[src/shared/mtsa_pkg.sv]
// Shared constants and types for the modem task sequencer and its host
package mtsa_pkg;
  localparam int unsigned CLK_HZ = 200_000_000;
  localparam int unsigned BIT_RATE_HZ = 8_000;
  localparam int unsigned BIT_CYCLES = CLK_HZ / BIT_RATE_HZ;
  localparam int unsigned FRAME_HEAD_BYTES = 6;
  localparam int unsigned DATA_BLOCK_BYTES = 18;
  localparam int unsigned SINGLE_BYTES = 1;
  localparam int unsigned SYNC_BYTES = 2;
  localparam int unsigned HEADER_CTRL_BYTES = 2;
  localparam int unsigned SETTLE_BITS = 2;
  localparam int unsigned SFH_WAIT_BITS = 12;
  localparam int unsigned CLAMP_BITS = 1;
  localparam int unsigned LEV_SFS_WINDOW_BITS = 28;
  localparam int unsigned LEV_TIMEOUT_BITS = 30;
  localparam int unsigned CLK_SFS_WINDOW_BITS = 14;
  localparam int unsigned CLK_WIDE_BITS = 16;
  localparam int unsigned CLK_MEDIUM_BITS = 30;
  localparam logic [7:0] PAD_BYTE = 8'h33;
  localparam logic [7:0] TASK_RESET_VAL = 8'h00;
  localparam logic [1:0] RESIDUAL_LEVEL_MODE_RESET_VAL = 2'h0;
  localparam logic [1:0] CLKBW_RESET_VAL = 2'h0;
  // Task codes
  typedef enum logic [2:0] {
    MTSA_TASK_NONE = 3'h0,
    MTSA_TASK_TX_HEAD = 3'h1,
    MTSA_TASK_TX_BLOCK = 3'h2,
    MTSA_TASK_TX_SINGLE = 3'h3,
    MTSA_TASK_LOAD_SYNC = 3'h4,
    MTSA_TASK_SEARCH_HEAD = 3'h5,
    MTSA_TASK_SEARCH_SYNC = 3'h6,
    MTSA_TASK_RX_BLOCK = 3'h7
  } mtsa_task_t;
  // Level modes
  typedef enum logic [1:0] {
    MTSA_LEV_LOSSY = 2'h0,
    MTSA_LEV_PEAK = 2'h1,
    MTSA_LEV_AVG = 2'h2,
    MTSA_LEV_HOLD = 2'h3
  } mtsa_lev_t;
  localparam logic [2:0] LEV_CLAMP_CODE = 3'h4;
  // Clock loop bandwidths
  typedef enum logic [2:0] {
    MTSA_BW_WIDE = 3'h4,
    MTSA_BW_MEDIUM = 3'h5,
    MTSA_BW_RES0 = 3'h0,
    MTSA_BW_RES1 = 3'h1,
    MTSA_BW_RES2 = 3'h2,
    MTSA_BW_RES3 = 3'h3
  } mtsa_bw_t;
  // Host register map
  localparam logic [3:0] HREG_CMD = 4'h0;
  localparam logic [3:0] HREG_DATA = 4'h1;
  localparam logic [3:0] HREG_STATUS = 4'h2;
  localparam logic [3:0] HREG_RXDATA = 4'h3;
  localparam logic [3:0] HREG_CONFIG = 4'h4;
  localparam logic [3:0] HREG_QUALITY = 4'h5;
  localparam int unsigned CMD_SEND_FRAME = 0;
  localparam int unsigned CMD_RECEIVE = 1;
  localparam int unsigned CMD_STOP = 2;
endpackage
[src/shared/mtsa_if.sv]
// Parallel link between modem sequencer and host controller
`timescale 1ns/1ps
interface mtsa_if;
  logic tx_not_rx;
  logic [2:0] task_code;
  logic task_wr;
  logic [7:0] buf_wdata;
  logic buf_wr;
  logic [7:0] buf_rdata;
  logic buf_rd;
  logic acquire_level_request;
  logic acquire_clock_request;
  logic [1:0] residual_level_mode;
  logic [1:0] clock_loop_bandwidth;
  logic irq_n;
  logic buffer_empty_flag;
  logic rx_block_done;
  logic header_check_flag;
  logic network_type_flag;
  logic crc_ok;
  logic [7:0] quality;
  logic [4:0] buf_count;
  modport dev (
    input tx_not_rx, task_code, task_wr, buf_wdata, buf_wr, buf_rd,
    input acquire_level_request, acquire_clock_request, residual_level_mode, clock_loop_bandwidth,
    output buf_rdata, irq_n, buffer_empty_flag, rx_block_done, header_check_flag,
    output network_type_flag, crc_ok, quality, buf_count
  );
  modport host (
    output tx_not_rx, task_code, task_wr, buf_wdata, buf_wr, buf_rd,
    output acquire_level_request, acquire_clock_request, residual_level_mode, clock_loop_bandwidth,
    input buf_rdata, irq_n, buffer_empty_flag, rx_block_done, header_check_flag,
    input network_type_flag, crc_ok, quality, buf_count
  );
endinterface

[src/rtl/mtsa_device.sv]
// Modem end: task engine, data buffer and acquisition sequencer
//
// The placing of the registers and strobed register access were left to the implementer.
`timescale 1ns/1ps
// Notes on behaviour
// Host sets direction bit before frames
// Host loads six bytes, waits, writes head
// Interrupt when sixth head byte read
// Host reads status, loads eighteen, writes block
// Interrupt when eighteenth block byte read
// Host loads pad byte, writes single task
// Messages end with ignored pad byte
// Pad byte pattern alternates bit pairs
// Buffer-empty interrupt after last byte sent
// Host loads sync, writes task, requests acquisition
// Interrupt when second sync byte read
// Host waits twelve bits, searches head
// Interrupt on frame head found
// Interrupt after block received and checked
// Idle automatically after last block
// Level: one bit clamp, then lossy
// Early search: lossy until sync found
// No search: residual after thirty bits
// Residual level mode from programmable field
// Early search: wide until sync found
// No search: wide sixteen bits
// Medium thirty bits then residual bandwidth
// Bit counter starts with request write
module mtsa_device #(
  parameter int unsigned BIT_CYCLES = mtsa_pkg::BIT_CYCLES,
  parameter int unsigned BUF_DEPTH = 32
) (
  input wire logic clk_in,
  input wire logic rst_in,
  mtsa_if.dev link,
  input wire logic sync_found_in,
  input wire logic rx_bit_in,
  input wire logic [7:0] rx_quality_in,
  output logic [7:0] tx_byte_out,
  output logic tx_byte_valid_out,
  output logic [2:0] level_mode_out,
  output logic [2:0] clock_bw_out
);
  initial begin
    if (BIT_CYCLES < 2 || BUF_DEPTH < mtsa_pkg::DATA_BLOCK_BYTES || BUF_DEPTH > 32) begin
      $error("mtsa_device: unsupported parameters");
    end
  end

  typedef enum logic [4:0] {
    ST_IDLE = 5'b00001,
    ST_TX = 5'b00010,
    ST_RX_SYNC = 5'b00100,
    ST_SEARCH = 5'b01000,
    ST_RX_BLOCK = 5'b10000
  } mtsa_state_t;

  function automatic logic [4:0] task_bytes(input logic [2:0] t);
    case (t)
      mtsa_pkg::MTSA_TASK_TX_HEAD: task_bytes = 5'(mtsa_pkg::FRAME_HEAD_BYTES);
      mtsa_pkg::MTSA_TASK_TX_BLOCK: task_bytes = 5'(mtsa_pkg::DATA_BLOCK_BYTES);
      mtsa_pkg::MTSA_TASK_TX_SINGLE: task_bytes = 5'(mtsa_pkg::SINGLE_BYTES);
      mtsa_pkg::MTSA_TASK_LOAD_SYNC: task_bytes = 5'(mtsa_pkg::SYNC_BYTES);
      mtsa_pkg::MTSA_TASK_RX_BLOCK: task_bytes = 5'(mtsa_pkg::DATA_BLOCK_BYTES);
      default: task_bytes = 5'(mtsa_pkg::HEADER_CTRL_BYTES);
    endcase
  endfunction

  mtsa_state_t state_q;
  logic [7:0] mem_q [BUF_DEPTH];
  logic [4:0] wr_ptr_q;
  logic [4:0] rd_ptr_q;
  logic [4:0] left_q;
  logic [15:0] bit_div_q;
  logic bit_tick;
  logic [7:0] shift_q;
  logic [2:0] bit_idx_q;
  logic [7:0] rx_shift_q;
  logic irq_q;
  logic empty_q;
  logic done_q;
  logic hdr_q;
  logic net_q;
  logic crc_q;
  logic [7:0] qual_q;
  logic [7:0] tx_byte_q;
  logic tx_valid_q;

  // Bit-rate timebase
  always_ff @(posedge clk_in) begin
    if (rst_in || link.acquire_level_request || link.acquire_clock_request ||
        bit_div_q == 16'(BIT_CYCLES - 1)) begin
      bit_div_q <= 16'h0000;
    end else begin
      bit_div_q <= bit_div_q + 16'h0001;
    end
  end
  assign bit_tick = (bit_div_q == 16'(BIT_CYCLES - 1));

  // Host writes into buffer; device reads pop it
  always_ff @(posedge clk_in) begin
    if (link.buf_wr) begin
      mem_q[wr_ptr_q] <= link.buf_wdata;
    end
  end

  logic pop;
  logic push_rx;
  assign pop = (state_q == ST_TX || state_q == ST_RX_SYNC) && bit_tick && bit_idx_q == 3'h7 && left_q != 5'h00;

  always_ff @(posedge clk_in) begin
    if (rst_in || link.task_wr) begin
      wr_ptr_q <= 5'h00;
    end else if (link.buf_wr || push_rx) begin
      wr_ptr_q <= wr_ptr_q + 5'h01;
    end
  end

  always_ff @(posedge clk_in) begin
    if (rst_in || link.task_wr) begin
      rd_ptr_q <= 5'h00;
    end else if (pop || link.buf_rd) begin
      rd_ptr_q <= rd_ptr_q + 5'h01;
    end
  end

  // Task engine
  always_ff @(posedge clk_in) begin
    if (rst_in) begin
      state_q <= ST_IDLE;
      left_q <= 5'h00;
      bit_idx_q <= 3'h0;
    end else if (link.task_wr) begin
      left_q <= task_bytes(link.task_code);
      bit_idx_q <= 3'h0;
      case (link.task_code)
        mtsa_pkg::MTSA_TASK_TX_HEAD, mtsa_pkg::MTSA_TASK_TX_BLOCK, mtsa_pkg::MTSA_TASK_TX_SINGLE: state_q <= ST_TX;
        mtsa_pkg::MTSA_TASK_LOAD_SYNC: state_q <= ST_RX_SYNC;
        mtsa_pkg::MTSA_TASK_SEARCH_HEAD, mtsa_pkg::MTSA_TASK_SEARCH_SYNC: state_q <= ST_SEARCH;
        mtsa_pkg::MTSA_TASK_RX_BLOCK: state_q <= ST_RX_BLOCK;
        default: state_q <= ST_IDLE;
      endcase
    end else if (bit_tick) begin
      bit_idx_q <= bit_idx_q + 3'h1;
      case (state_q)
        ST_TX, ST_RX_SYNC: begin
          if (pop) begin
            left_q <= left_q - 5'h01;
          end
          if (left_q == 5'h00 && bit_idx_q == 3'h7) begin
            state_q <= ST_IDLE;
          end
        end
        ST_SEARCH: begin
          if (sync_found_in) begin
            state_q <= ST_RX_BLOCK;
            left_q <= 5'(mtsa_pkg::HEADER_CTRL_BYTES);
            bit_idx_q <= 3'h0;
          end
        end
        ST_RX_BLOCK: begin
          if (bit_idx_q == 3'h7) begin
            left_q <= left_q - 5'h01;
            if (left_q == 5'h01) begin
              state_q <= ST_IDLE;
            end
          end
        end
        default: state_q <= ST_IDLE;
      endcase
    end
  end

  // Received bits shifted into buffer
  always_ff @(posedge clk_in) begin
    if (bit_tick) begin
      rx_shift_q <= {rx_shift_q[6:0], rx_bit_in};
    end
  end
  assign push_rx = state_q == ST_RX_BLOCK && bit_tick && bit_idx_q == 3'h7 && !link.task_wr;
  always_ff @(posedge clk_in) begin
    if (push_rx) begin
      mem_q[wr_ptr_q] <= {rx_shift_q[6:0], rx_bit_in};
    end
  end

  // Transmit serialiser
  always_ff @(posedge clk_in) begin
    if (rst_in) begin
      shift_q <= 8'h00;
      tx_byte_q <= 8'h00;
      tx_valid_q <= 1'b0;
    end else begin
      tx_valid_q <= pop && state_q == ST_TX;
      if (pop) begin
        shift_q <= mem_q[rd_ptr_q];
        tx_byte_q <= mem_q[rd_ptr_q];
      end
    end
  end

  // Interrupt and status flags
  logic last_pop;
  logic hdr_evt;
  logic blk_evt;
  logic empty_evt;
  assign last_pop = pop && left_q == 5'h01;
  assign hdr_evt = state_q == ST_RX_BLOCK && push_rx && left_q == 5'h01 && hdr_q == 1'b0 && !done_q;
  assign blk_evt = state_q == ST_RX_BLOCK && push_rx && left_q == 5'h01;
  assign empty_evt = state_q == ST_TX && bit_tick && left_q == 5'h00 && bit_idx_q == 3'h7;

  always_ff @(posedge clk_in) begin
    if (rst_in) begin
      irq_q <= 1'b0;
      empty_q <= 1'b0;
      done_q <= 1'b0;
      hdr_q <= 1'b0;
      net_q <= 1'b0;
      crc_q <= 1'b0;
      qual_q <= 8'h00;
    end else begin
      if (last_pop || blk_evt || empty_evt) begin
        irq_q <= 1'b1;
      end else if (link.task_wr) begin
        irq_q <= 1'b0;
      end
      if (empty_evt) begin
        empty_q <= 1'b1;
      end else if (link.task_wr) begin
        empty_q <= 1'b0;
      end
      if (blk_evt) begin
        done_q <= 1'b1;
        hdr_q <= hdr_evt;
        net_q <= rx_shift_q[0];
        crc_q <= ^rx_shift_q;
        qual_q <= rx_quality_in;
      end else if (link.task_wr) begin
        done_q <= 1'b0;
      end
    end
  end

  // Acquisition sequencer
  logic [5:0] lev_bits_q;
  logic [6:0] clk_bits_q;
  logic lev_run_q;
  logic clk_run_q;
  logic lev_search_q;
  logic clk_search_q;
  logic lev_locked_q;
  logic clk_med_q;
  logic [5:0] med_bits_q;
  logic search_wr;
  assign search_wr = link.task_wr && (link.task_code == mtsa_pkg::MTSA_TASK_SEARCH_HEAD ||
                     link.task_code == mtsa_pkg::MTSA_TASK_SEARCH_SYNC);

  always_ff @(posedge clk_in) begin
    if (rst_in) begin
      lev_run_q <= 1'b0;
      lev_bits_q <= 6'h00;
      lev_search_q <= 1'b0;
      lev_locked_q <= 1'b0;
      level_mode_out <= 3'({mtsa_pkg::RESIDUAL_LEVEL_MODE_RESET_VAL});
    end else if (link.acquire_level_request) begin
      lev_run_q <= 1'b1;
      lev_bits_q <= 6'h00;
      lev_search_q <= 1'b0;
      lev_locked_q <= 1'b0;
      level_mode_out <= mtsa_pkg::LEV_CLAMP_CODE;
    end else if (lev_run_q) begin
      if (search_wr && lev_bits_q < 6'(mtsa_pkg::LEV_SFS_WINDOW_BITS)) begin
        lev_search_q <= 1'b1;
      end
      if (bit_tick && lev_bits_q != 6'h3f) begin
        lev_bits_q <= lev_bits_q + 6'h01;
      end
      if (lev_bits_q >= 6'(mtsa_pkg::CLAMP_BITS)) begin
        level_mode_out <= {1'b0, mtsa_pkg::MTSA_LEV_LOSSY};
      end
      if ((lev_search_q && sync_found_in) || lev_locked_q) begin
        lev_locked_q <= 1'b1;
        level_mode_out <= {1'b0, link.residual_level_mode};
      end else if (!lev_search_q && lev_bits_q >= 6'(mtsa_pkg::LEV_TIMEOUT_BITS)) begin
        level_mode_out <= {1'b0, link.residual_level_mode};
      end
    end else begin
      level_mode_out <= {1'b0, link.residual_level_mode};
    end
  end

  always_ff @(posedge clk_in) begin
    if (rst_in) begin
      clk_run_q <= 1'b0;
      clk_bits_q <= 7'h00;
      clk_search_q <= 1'b0;
      clk_med_q <= 1'b0;
      med_bits_q <= 6'h00;
      clock_bw_out <= {1'b0, mtsa_pkg::CLKBW_RESET_VAL};
    end else if (link.acquire_clock_request) begin
      clk_run_q <= 1'b1;
      clk_bits_q <= 7'h00;
      clk_search_q <= 1'b0;
      clk_med_q <= 1'b0;
      med_bits_q <= 6'h00;
      clock_bw_out <= mtsa_pkg::MTSA_BW_WIDE;
    end else if (clk_run_q) begin
      if (search_wr && clk_bits_q < 7'(mtsa_pkg::CLK_SFS_WINDOW_BITS)) begin
        clk_search_q <= 1'b1;
      end
      if (bit_tick && clk_bits_q != 7'h7f) begin
        clk_bits_q <= clk_bits_q + 7'h01;
      end
      if (!clk_med_q) begin
        if ((clk_search_q && sync_found_in) ||
            (!clk_search_q && clk_bits_q >= 7'(mtsa_pkg::CLK_WIDE_BITS))) begin
          clk_med_q <= 1'b1;
          clock_bw_out <= mtsa_pkg::MTSA_BW_MEDIUM;
        end
      end else if (med_bits_q >= 6'(mtsa_pkg::CLK_MEDIUM_BITS)) begin
        clk_run_q <= 1'b0;
        clock_bw_out <= {1'b0, link.clock_loop_bandwidth};
      end else if (bit_tick) begin
        med_bits_q <= med_bits_q + 6'h01;
      end
    end else begin
      clock_bw_out <= {1'b0, link.clock_loop_bandwidth};
    end
  end

  assign link.irq_n = !irq_q;
  assign link.buffer_empty_flag = empty_q;
  assign link.rx_block_done = done_q;
  assign link.header_check_flag = hdr_q;
  assign link.network_type_flag = net_q;
  assign link.crc_ok = crc_q;
  assign link.quality = qual_q;
  assign link.buf_rdata = mem_q[rd_ptr_q];
  assign link.buf_count = left_q;
  assign tx_byte_out = tx_byte_q;
  assign tx_byte_valid_out = tx_valid_q;
endmodule

[src/flat_wrapper.sv]
// flat-port wrapper written by rule: the top's interface ports become plain ports
module mtsa_device_flat 
#(
  parameter int unsigned BIT_CYCLES = mtsa_pkg::BIT_CYCLES,
  parameter int unsigned BUF_DEPTH = 32
)
  (clk_in, rst_in, sync_found_in, rx_bit_in, rx_quality_in, tx_byte_out, tx_byte_valid_out, level_mode_out, clock_bw_out, link_tx_not_rx, link_task_code, link_task_wr, link_buf_wdata, link_buf_wr, link_buf_rd, link_acquire_level_request, link_acquire_clock_request, link_residual_level_mode, link_clock_loop_bandwidth, link_buf_rdata, link_irq_n, link_buffer_empty_flag, link_rx_block_done, link_header_check_flag, link_network_type_flag, link_crc_ok, link_quality, link_buf_count);
  mtsa_if link_i ();
  input wire logic clk_in;
  input wire logic rst_in;
  input wire logic sync_found_in;
  input wire logic rx_bit_in;
  input wire logic [7:0] rx_quality_in;
  output logic [7:0] tx_byte_out;
  output logic tx_byte_valid_out;
  output logic [2:0] level_mode_out;
  output logic [2:0] clock_bw_out;
  input wire logic [$bits(link_i.tx_not_rx)-1:0] link_tx_not_rx;
  input wire logic [$bits(link_i.task_code)-1:0] link_task_code;
  input wire logic [$bits(link_i.task_wr)-1:0] link_task_wr;
  input wire logic [$bits(link_i.buf_wdata)-1:0] link_buf_wdata;
  input wire logic [$bits(link_i.buf_wr)-1:0] link_buf_wr;
  input wire logic [$bits(link_i.buf_rd)-1:0] link_buf_rd;
  input wire logic [$bits(link_i.acquire_level_request)-1:0] link_acquire_level_request;
  input wire logic [$bits(link_i.acquire_clock_request)-1:0] link_acquire_clock_request;
  input wire logic [$bits(link_i.residual_level_mode)-1:0] link_residual_level_mode;
  input wire logic [$bits(link_i.clock_loop_bandwidth)-1:0] link_clock_loop_bandwidth;
  output wire logic [$bits(link_i.buf_rdata)-1:0] link_buf_rdata;
  output wire logic [$bits(link_i.irq_n)-1:0] link_irq_n;
  output wire logic [$bits(link_i.buffer_empty_flag)-1:0] link_buffer_empty_flag;
  output wire logic [$bits(link_i.rx_block_done)-1:0] link_rx_block_done;
  output wire logic [$bits(link_i.header_check_flag)-1:0] link_header_check_flag;
  output wire logic [$bits(link_i.network_type_flag)-1:0] link_network_type_flag;
  output wire logic [$bits(link_i.crc_ok)-1:0] link_crc_ok;
  output wire logic [$bits(link_i.quality)-1:0] link_quality;
  output wire logic [$bits(link_i.buf_count)-1:0] link_buf_count;
  assign link_i.tx_not_rx = link_tx_not_rx;
  assign link_i.task_code = link_task_code;
  assign link_i.task_wr = link_task_wr;
  assign link_i.buf_wdata = link_buf_wdata;
  assign link_i.buf_wr = link_buf_wr;
  assign link_i.buf_rd = link_buf_rd;
  assign link_i.acquire_level_request = link_acquire_level_request;
  assign link_i.acquire_clock_request = link_acquire_clock_request;
  assign link_i.residual_level_mode = link_residual_level_mode;
  assign link_i.clock_loop_bandwidth = link_clock_loop_bandwidth;
  assign link_buf_rdata = link_i.buf_rdata;
  assign link_irq_n = link_i.irq_n;
  assign link_buffer_empty_flag = link_i.buffer_empty_flag;
  assign link_rx_block_done = link_i.rx_block_done;
  assign link_header_check_flag = link_i.header_check_flag;
  assign link_network_type_flag = link_i.network_type_flag;
  assign link_crc_ok = link_i.crc_ok;
  assign link_quality = link_i.quality;
  assign link_buf_count = link_i.buf_count;
  mtsa_device #(.BIT_CYCLES(BIT_CYCLES), .BUF_DEPTH(BUF_DEPTH)) u_core (.clk_in(clk_in), .rst_in(rst_in), .link(link_i), .sync_found_in(sync_found_in), .rx_bit_in(rx_bit_in), .rx_quality_in(rx_quality_in), .tx_byte_out(tx_byte_out), .tx_byte_valid_out(tx_byte_valid_out), .level_mode_out(level_mode_out), .clock_bw_out(clock_bw_out));
endmodule
[config.mk]
export PLATFORM = sky130hd
export DESIGN_NAME = mtsa_device_flat
export DESIGN_NICKNAME = d
export VERILOG_FILES = /design/src/shared/mtsa_pkg.sv /design/src/shared/mtsa_if.sv /design/src/rtl/mtsa_device.sv /design/src/flat_wrapper.sv
export SDC_FILE = /design/constraint.sdc
export NUM_CORES = 1
export LEC_CHECK = 0
export ABC_AREA = 1
export BUFFER_PORTS_ARGS = -buffer_cell sky130_fd_sc_hd__buf_4
export CAP_MARGIN = 20
export CORE_MARGIN = 1.5
export CORE_UTILIZATION = 45
export CTS_BUF_LIST = sky130_fd_sc_hd__clkbuf_8
export CTS_CLUSTER_DIAMETER = 60
export CTS_CLUSTER_SIZE = 12
export DETAILED_ROUTE_END_ITERATION = 6
export HOLD_SLACK_MARGIN = 0.02
export PLACE_DENSITY = 0.61
export SLEW_MARGIN = 10
export SYNTH_ARGS = -nofsm -noshare
export SYNTH_HDL_FRONTEND = slang
export SYNTH_SLANG_ARGS = --single-unit
[constraint.sdc]
create_clock -name clk_in -period 2.6 [get_ports clk_in]
set_clock_uncertainty 0.05 [all_clocks]
set_input_delay 0.26 -clock clk_in [delete_from_list [all_inputs] [get_ports clk_in]]
set_output_delay 0.26 -clock clk_in [all_outputs]
set_load 0.03 [all_outputs]
==> Word level (Yosys, flattened, before mapping) <==
Memories as Yosys holds them, arrays and structs flattened. A register that Yosys moved wholly into a read port is not among the register bits.
Index checks and enable logic that the tools add are counted.
{ "totals": {"regBits": 101, "wordCells": 185, "mem_bits_rw": 256, "n_memories": 1, "out_inout_bits": 42} }
{ "classes": {"muxes": 44, "bitwise": 3, "magnitude_cmp": 6, "n_addsub": 8, "n_reduce_logical": 67, "n_eq_ne": 27} }
{ "memory_table": {"columns": ["name", "words", "width", "rd", "rd_clocked_by_memory_dff", "write_ports", "line", "rtl"], "rows": [
  ["u_core.mem_q", 32, 8, 1, 1, 1, "mtsa_device.sv:70", "logic [7:0] mem_q [BUF_DEPTH];"]
]} }
{ "op_table": {"columns": ["op", "count"], "rows": [
  ["two-way mux 5 bit", 13],
  ["one-hot mux 5 bit (3 select lines)", 3],
  ["two-way mux 3 bit", 12],
  ["logical AND 1 bit", 25],
  ["one-hot mux 5 bit (4 select lines)", 1],
  ["adder 16 x 1 -> 16 bit, second input constant", 1],
  ["== test 16 x 15 -> 1 bit, second input constant", 1],
  ["== test 3 bit, second input constant", 5],
  ["two-way mux 1 bit", 14],
  ["AND reduction 2 bit", 7],
  ["adder 6 x 1 -> 6 bit, second input constant", 2],
  [">= comparator 6 x 5 -> 1 bit, second input constant", 2],
  ["logical OR 1 bit", 12],
  ["inequality test 3 bit, second input constant", 4],
  ["inequality test 4 bit, second input constant", 3],
  ["OR reduction 2 bit", 6],
  ["adder 5 x 1 -> 5 bit, second input constant", 2],
  ["AND reduction 5 bit", 2],
  ["inequality test 3 x 2 -> 1 bit, second input constant", 3],
  ["two-way mux 8 bit", 1],
  ["nonzero test 2 bit", 4],
  ["XOR reduction 8 bit", 1],
  ["adder 7 x 1 -> 7 bit, second input constant", 1],
  [">= comparator 7 x 5 -> 1 bit, second input constant", 1],
  ["23 further kinds", 29]
]} }

==> Logic depth before layout (Yosys ltp) <==
{ "logic_depth": {"word_depth": 9, "ltp_mapped": 12, "ltp_nobuf": 12} }

==> Worst setup path before layout <==
Ideal clock, no wire load.
{ "synth_path": {"kind": "register to register", "from": "register u_core.bit_div_q[0]", "to": "memory u_core.mem_q[23][0], enable pin", "path_stages_with_launch": 11, "arrival_ns": 2.085, "slack_ns": 0.082, "cell_sequence": "dfxtp_1 ha_1 nand2_1 inv_2 nand3_2 nor2_4 nand2_2 buf_6 nand2_4 inv_2 nor3_1"} }
{ "synth_between": {"elab_chain_cells": 7} }
{ "synth_rtl": {"columns": ["element", "line", "rtl"], "rows": [
  ["start: declaration", "mtsa_device.sv:74", "logic [15:0] bit_div_q;"],
  ["start signal: assignment", "mtsa_device.sv:95", "bit_div_q <= bit_div_q + 16'h0001;"],
  ["== test 16 x 15 -> 1 bit", "mtsa_device.sv:98", "assign bit_tick = (bit_div_q == 16'(BIT_CYCLES - 1));"],
  ["logical AND 1 bit (3 in a row)", "mtsa_device.sv:180", "assign push_rx = state_q == ST_RX_BLOCK && bit_tick && bit_idx_q == 3'h7 && !link.task_wr;"],
  ["two-way mux 1 bit", "mtsa_device.sv:182", "if (push_rx) begin"],
  ["two-way mux 1 bit (implied by the code)", "mtsa_device.sv:183", "mem_q[wr_ptr_q] <= {rx_shift_q[6:0], rx_bit_in};"],
  ["bitwise OR 1 bit (no line)", null, null],
  ["end: declaration", "mtsa_device.sv:70", null]
]} }
No other way between the ends.

==> metrics.md <==
| Metric | Value |
|---|---|
| Cell Chain, Critical Path | clkinv_8, buf_8, buf_4, nand2_1, nand3_1, nand3_2, nand2_2, nand2_1, nand3_2, nand2_4, inv_1, buf_6 |
| Register-to-Register Path Depth | 12 |
| Most frequent cells after synthesis | 485 x nand2_1, 264 x edfxtp_1, 252 x nand3_1 |
| GRT Total Usage | 21.9% |
| GRT Residual Overflow | 0 |
| Vias in the first global route | 11100 |
| R2r startpoint | u_core.bit_div_q[0] |
| Antenna violations before repair | 0 |
| Post-DP Area | 16900 um^2 |
| RR Endpoint | u_core.state_q[2] |
| Die Ht | 189 um |
| Synthesized net count | 1663 |
| Fin cells | 2236 |
| Max clock buf depth | 3 |
| Hold Vio Cnt, Final | 0 |
| Post-synth EDFFs | 264 |
| Placed Cells incl. Taps | 2126 |
| Power per cell area | 573 nW/um^2 |
| TNS Setup | -0.0252 ns |
| Clk root buf | clkbuf_8 |
| I/O Pins | 75 |
| Ys async rst share | 0% |
| Share of layout cells above drive strength 1 | 14.6% |
| Fillers | 3015 |
| Post-Syn Area | 15500 um^2 |
| RSZ-0062 raised after global routing | true |
| Worst hold slack | 0.0632 ns |
| Synth Instances | 1612 |
| Synth unique cells | 38 |
| CP top delay family | simple AND/OR/NAND/NOR gates |
| Worst-path fanout max | 7 |
| Setup crit end | link_buf_rdata[2] |
| 1st-iter DRT viols | 1106 |
| CTS Buf Count | 37 |
| Slowest stage delay, CP | 0.44 ns |
| NumNets Final | 1817 |
| Max VDD drop | 0.000320 V |
| Top cells by area, synth | edfxtp_1 51%, dfxtp_1 13%, nand2_1 12% |
| Element type at the critical path start | register |
| Post-Layout Inst Area | 18400 um^2 |
| Synth top area share | 51.2% |
| Relative slew slack | 57.6% |
| Maximum clock frequency | 381 MHz |
| Worst reg-to-reg setup slack | 0.19 ns |
| Flop and latch count out of synthesis | 362 |
| CP max stage cell | dfxtp_4 |
| Final setup margin | -0.0252 ns |
| Yosys Warn Count | 0 |
| Starting Density | 46.0% |
| Remaining antenna violation count after routing | 0 |
| Max_cap viols | 0 |
| Hold Path Class | input port to register |
| Most frequent cell after synthesis | nand2_1 |
| Die W | 189 um |
| Drt pass-1 iters | 5 |
| Actual slew at the worst max-slew pin | 0.634 ns |
| Post-synthesis sequential area ratio | 63.9% |
| Leading area contributor after synthesis | edfxtp_1 |
| Core area | 33700 um^2 |
| Syn_area_per_cell | 9.61 um^2 |
| TritonCTS clock tree | done |
| Via count | 11700 |
| Clock Pin Slew Worst Setup and Hold Paths | 0.08 ns |
| Top_reg_cell synth | edfxtp_1 |
| Pins over their slew limit | 0 |
| DP Wirelength | 23100 um |
| H-tree Lvls | 2 |
| Largest net degree at the start of global routing | 65 |
| # DRC | 0 |
| Clock sink count | 362 |
| Drt total wl | 39200 um |
| Die ar. | 35500 um^2 |
| Critical Path RT | 2.29 ns |
| Antenna diodes | 0 |
| WP buf/inv | 5 |
| Levels on crit path | 12 |
| P_leak | 7.15 nW |
| CP Class | register to primary output |
| Status | finished, violations left |
| RePlAce Congestion | 0.846 |
| Worst endpoint data arrival time | 2.32 ns |
| Critical Path Sink Type | primary output |
| Failing checks | setup timing |
| Final setup vio count | 1 |
| WL/cell | 17.5 um |
| Worst-Skew Late Latency | 0.58 ns |
| First-pass GRT wire length | 61000 um |
| Row count | 67 |
| Period minus WS final | 2.63 ns |
| Mean number of vias per cell | 5.22 |
| Worst hold stages | 4 |
| Period Utilization, post-route | 101% |
| PortBufs | 73 |
| Area growth, synth to finish | 18.8% |
## area by class of cell
cell class	count	area (um^2)	share of cell area, %
Multi-Input combinational cell	1082	5110	27.8
Tap cell	448	561	3.05
Sequential cell	362	9890	53.8
Timing Repair Buffer	179	1750	9.53
Clock inverter	21	124	0.673
Inverter	104	408	2.22
Clock buffer	40	551	2.99
## cell usage in the layout, fill, tap and decap left out, types with 2 or more instances in the layout
master	instances
ha_1	18
nor3_1	25
xor2_1	12
nand2_2	11
nand2_4	6
clkbuf_8	40
nor2_2	2
o21ai_0	35
dfxtp_1	96
inv_1	110
clkbuf_16	3
nand2_1	476
a31oi_1	3
nand3_1	226
edfxtp_1	264
nor2_1	134
inv_2	7
a21oi_1	65
inv_6	4
buf_6	5
buf_4	130
buf_16	8
o21bai_1	2
xnor2_1	10
or2_2	2
nand3_2	27
dlygate4sd3_1	23
nand4_1	10
o21ai_1	8
buf_12	9
## worst min path at each step
stage                              startpoint                             to
final                            link_task_wr              u_core.state_q[4]
after detailed placement            rx_bit_in           u_core.rx_shift_q[0]
after floorplan                     rx_bit_in           u_core.rx_shift_q[0]
after global routing             link_task_wr  u_core.link.buffer_empty_flag
after global placement    u_core.bit_div_q[0]            u_core.bit_div_q[0]
after CTS                        link_task_wr              u_core.state_q[4]
## per-layer routing
layer	part of all wire, %	track usage (%)	up-vias	wire [um]
li1	-	-	5741	-
met1	44	29.9	5546	17300
met2	48	36.7	325	18900
met3	5.6	2.91	58	2190
met4	2.2	6.04	0	877
met5	0	0	-	0
## registers in the layout (all words and copies together) (netlist names), 5 cells and up, named ones only
name / cells
u_core.wr_ptr_q: 5
u_core.link.buf_count: 5
u_core.rd_ptr_q: 5
u_core.state_q: 5
u_core.mem_q: 256
u_core.bit_div_q: 16
u_core.rx_shift_q: 8
u_core.link.quality: 8
u_core.clk_bits_q: 7
u_core.tx_byte_out: 8
u_core.lev_bits_q: 6
u_core.med_bits_q: 6
## report_power, final
group / total [mW] / switching [mW] / internal [mW]
clock: 3.46 / 1.93 / 1.53
sequential: 6.24 / 0.0303 / 6.21
combinational: 0.845 / 0.528 / 0.317
total: 10.5 / 2.48 / 8.06
## logic make-up after synthesis
logic type	Yosys count	synth area share, %
simple gates	923	25.1
flops	362	63.9
buf+inv	168	4.31
compound gates	119	4.01
xor+xnor	22	1.24
fa+ha+maj	18	1.45
## timing repair
| item | CTS | global route |
|---|---|---|
| resized for setup | 21 | 39 |
| pin swaps | 5 | 13 |
| hold endpoints to repair | 34 | 0 |
| cloned | 5 | 3 |
| setup endpoints to repair | 8 | 8 |
| setup buffers | 12 | 6 |
| hold buffers | 23 | 0 |
## worst min-delay path, stage by stage
cell and delay, ns:
buf_4 0.13, o22ai_1 0.09, nor2_1 0.10, nor2_1 0.05
## stage by stage
step	setup slack [ns]	util, %	power, mW
after global routing	-0.0883	54.6	10.9
after CTS	-0.0123	53.8	10.6
after global placement	0.370	50.1	7.07
after detailed placement	0.342	50.1	7.08
final	-0.0252	54.6	10.5
after floorplan	0.0817	-	6.78
No activity file was read; power rests on OpenSTA's default activity.
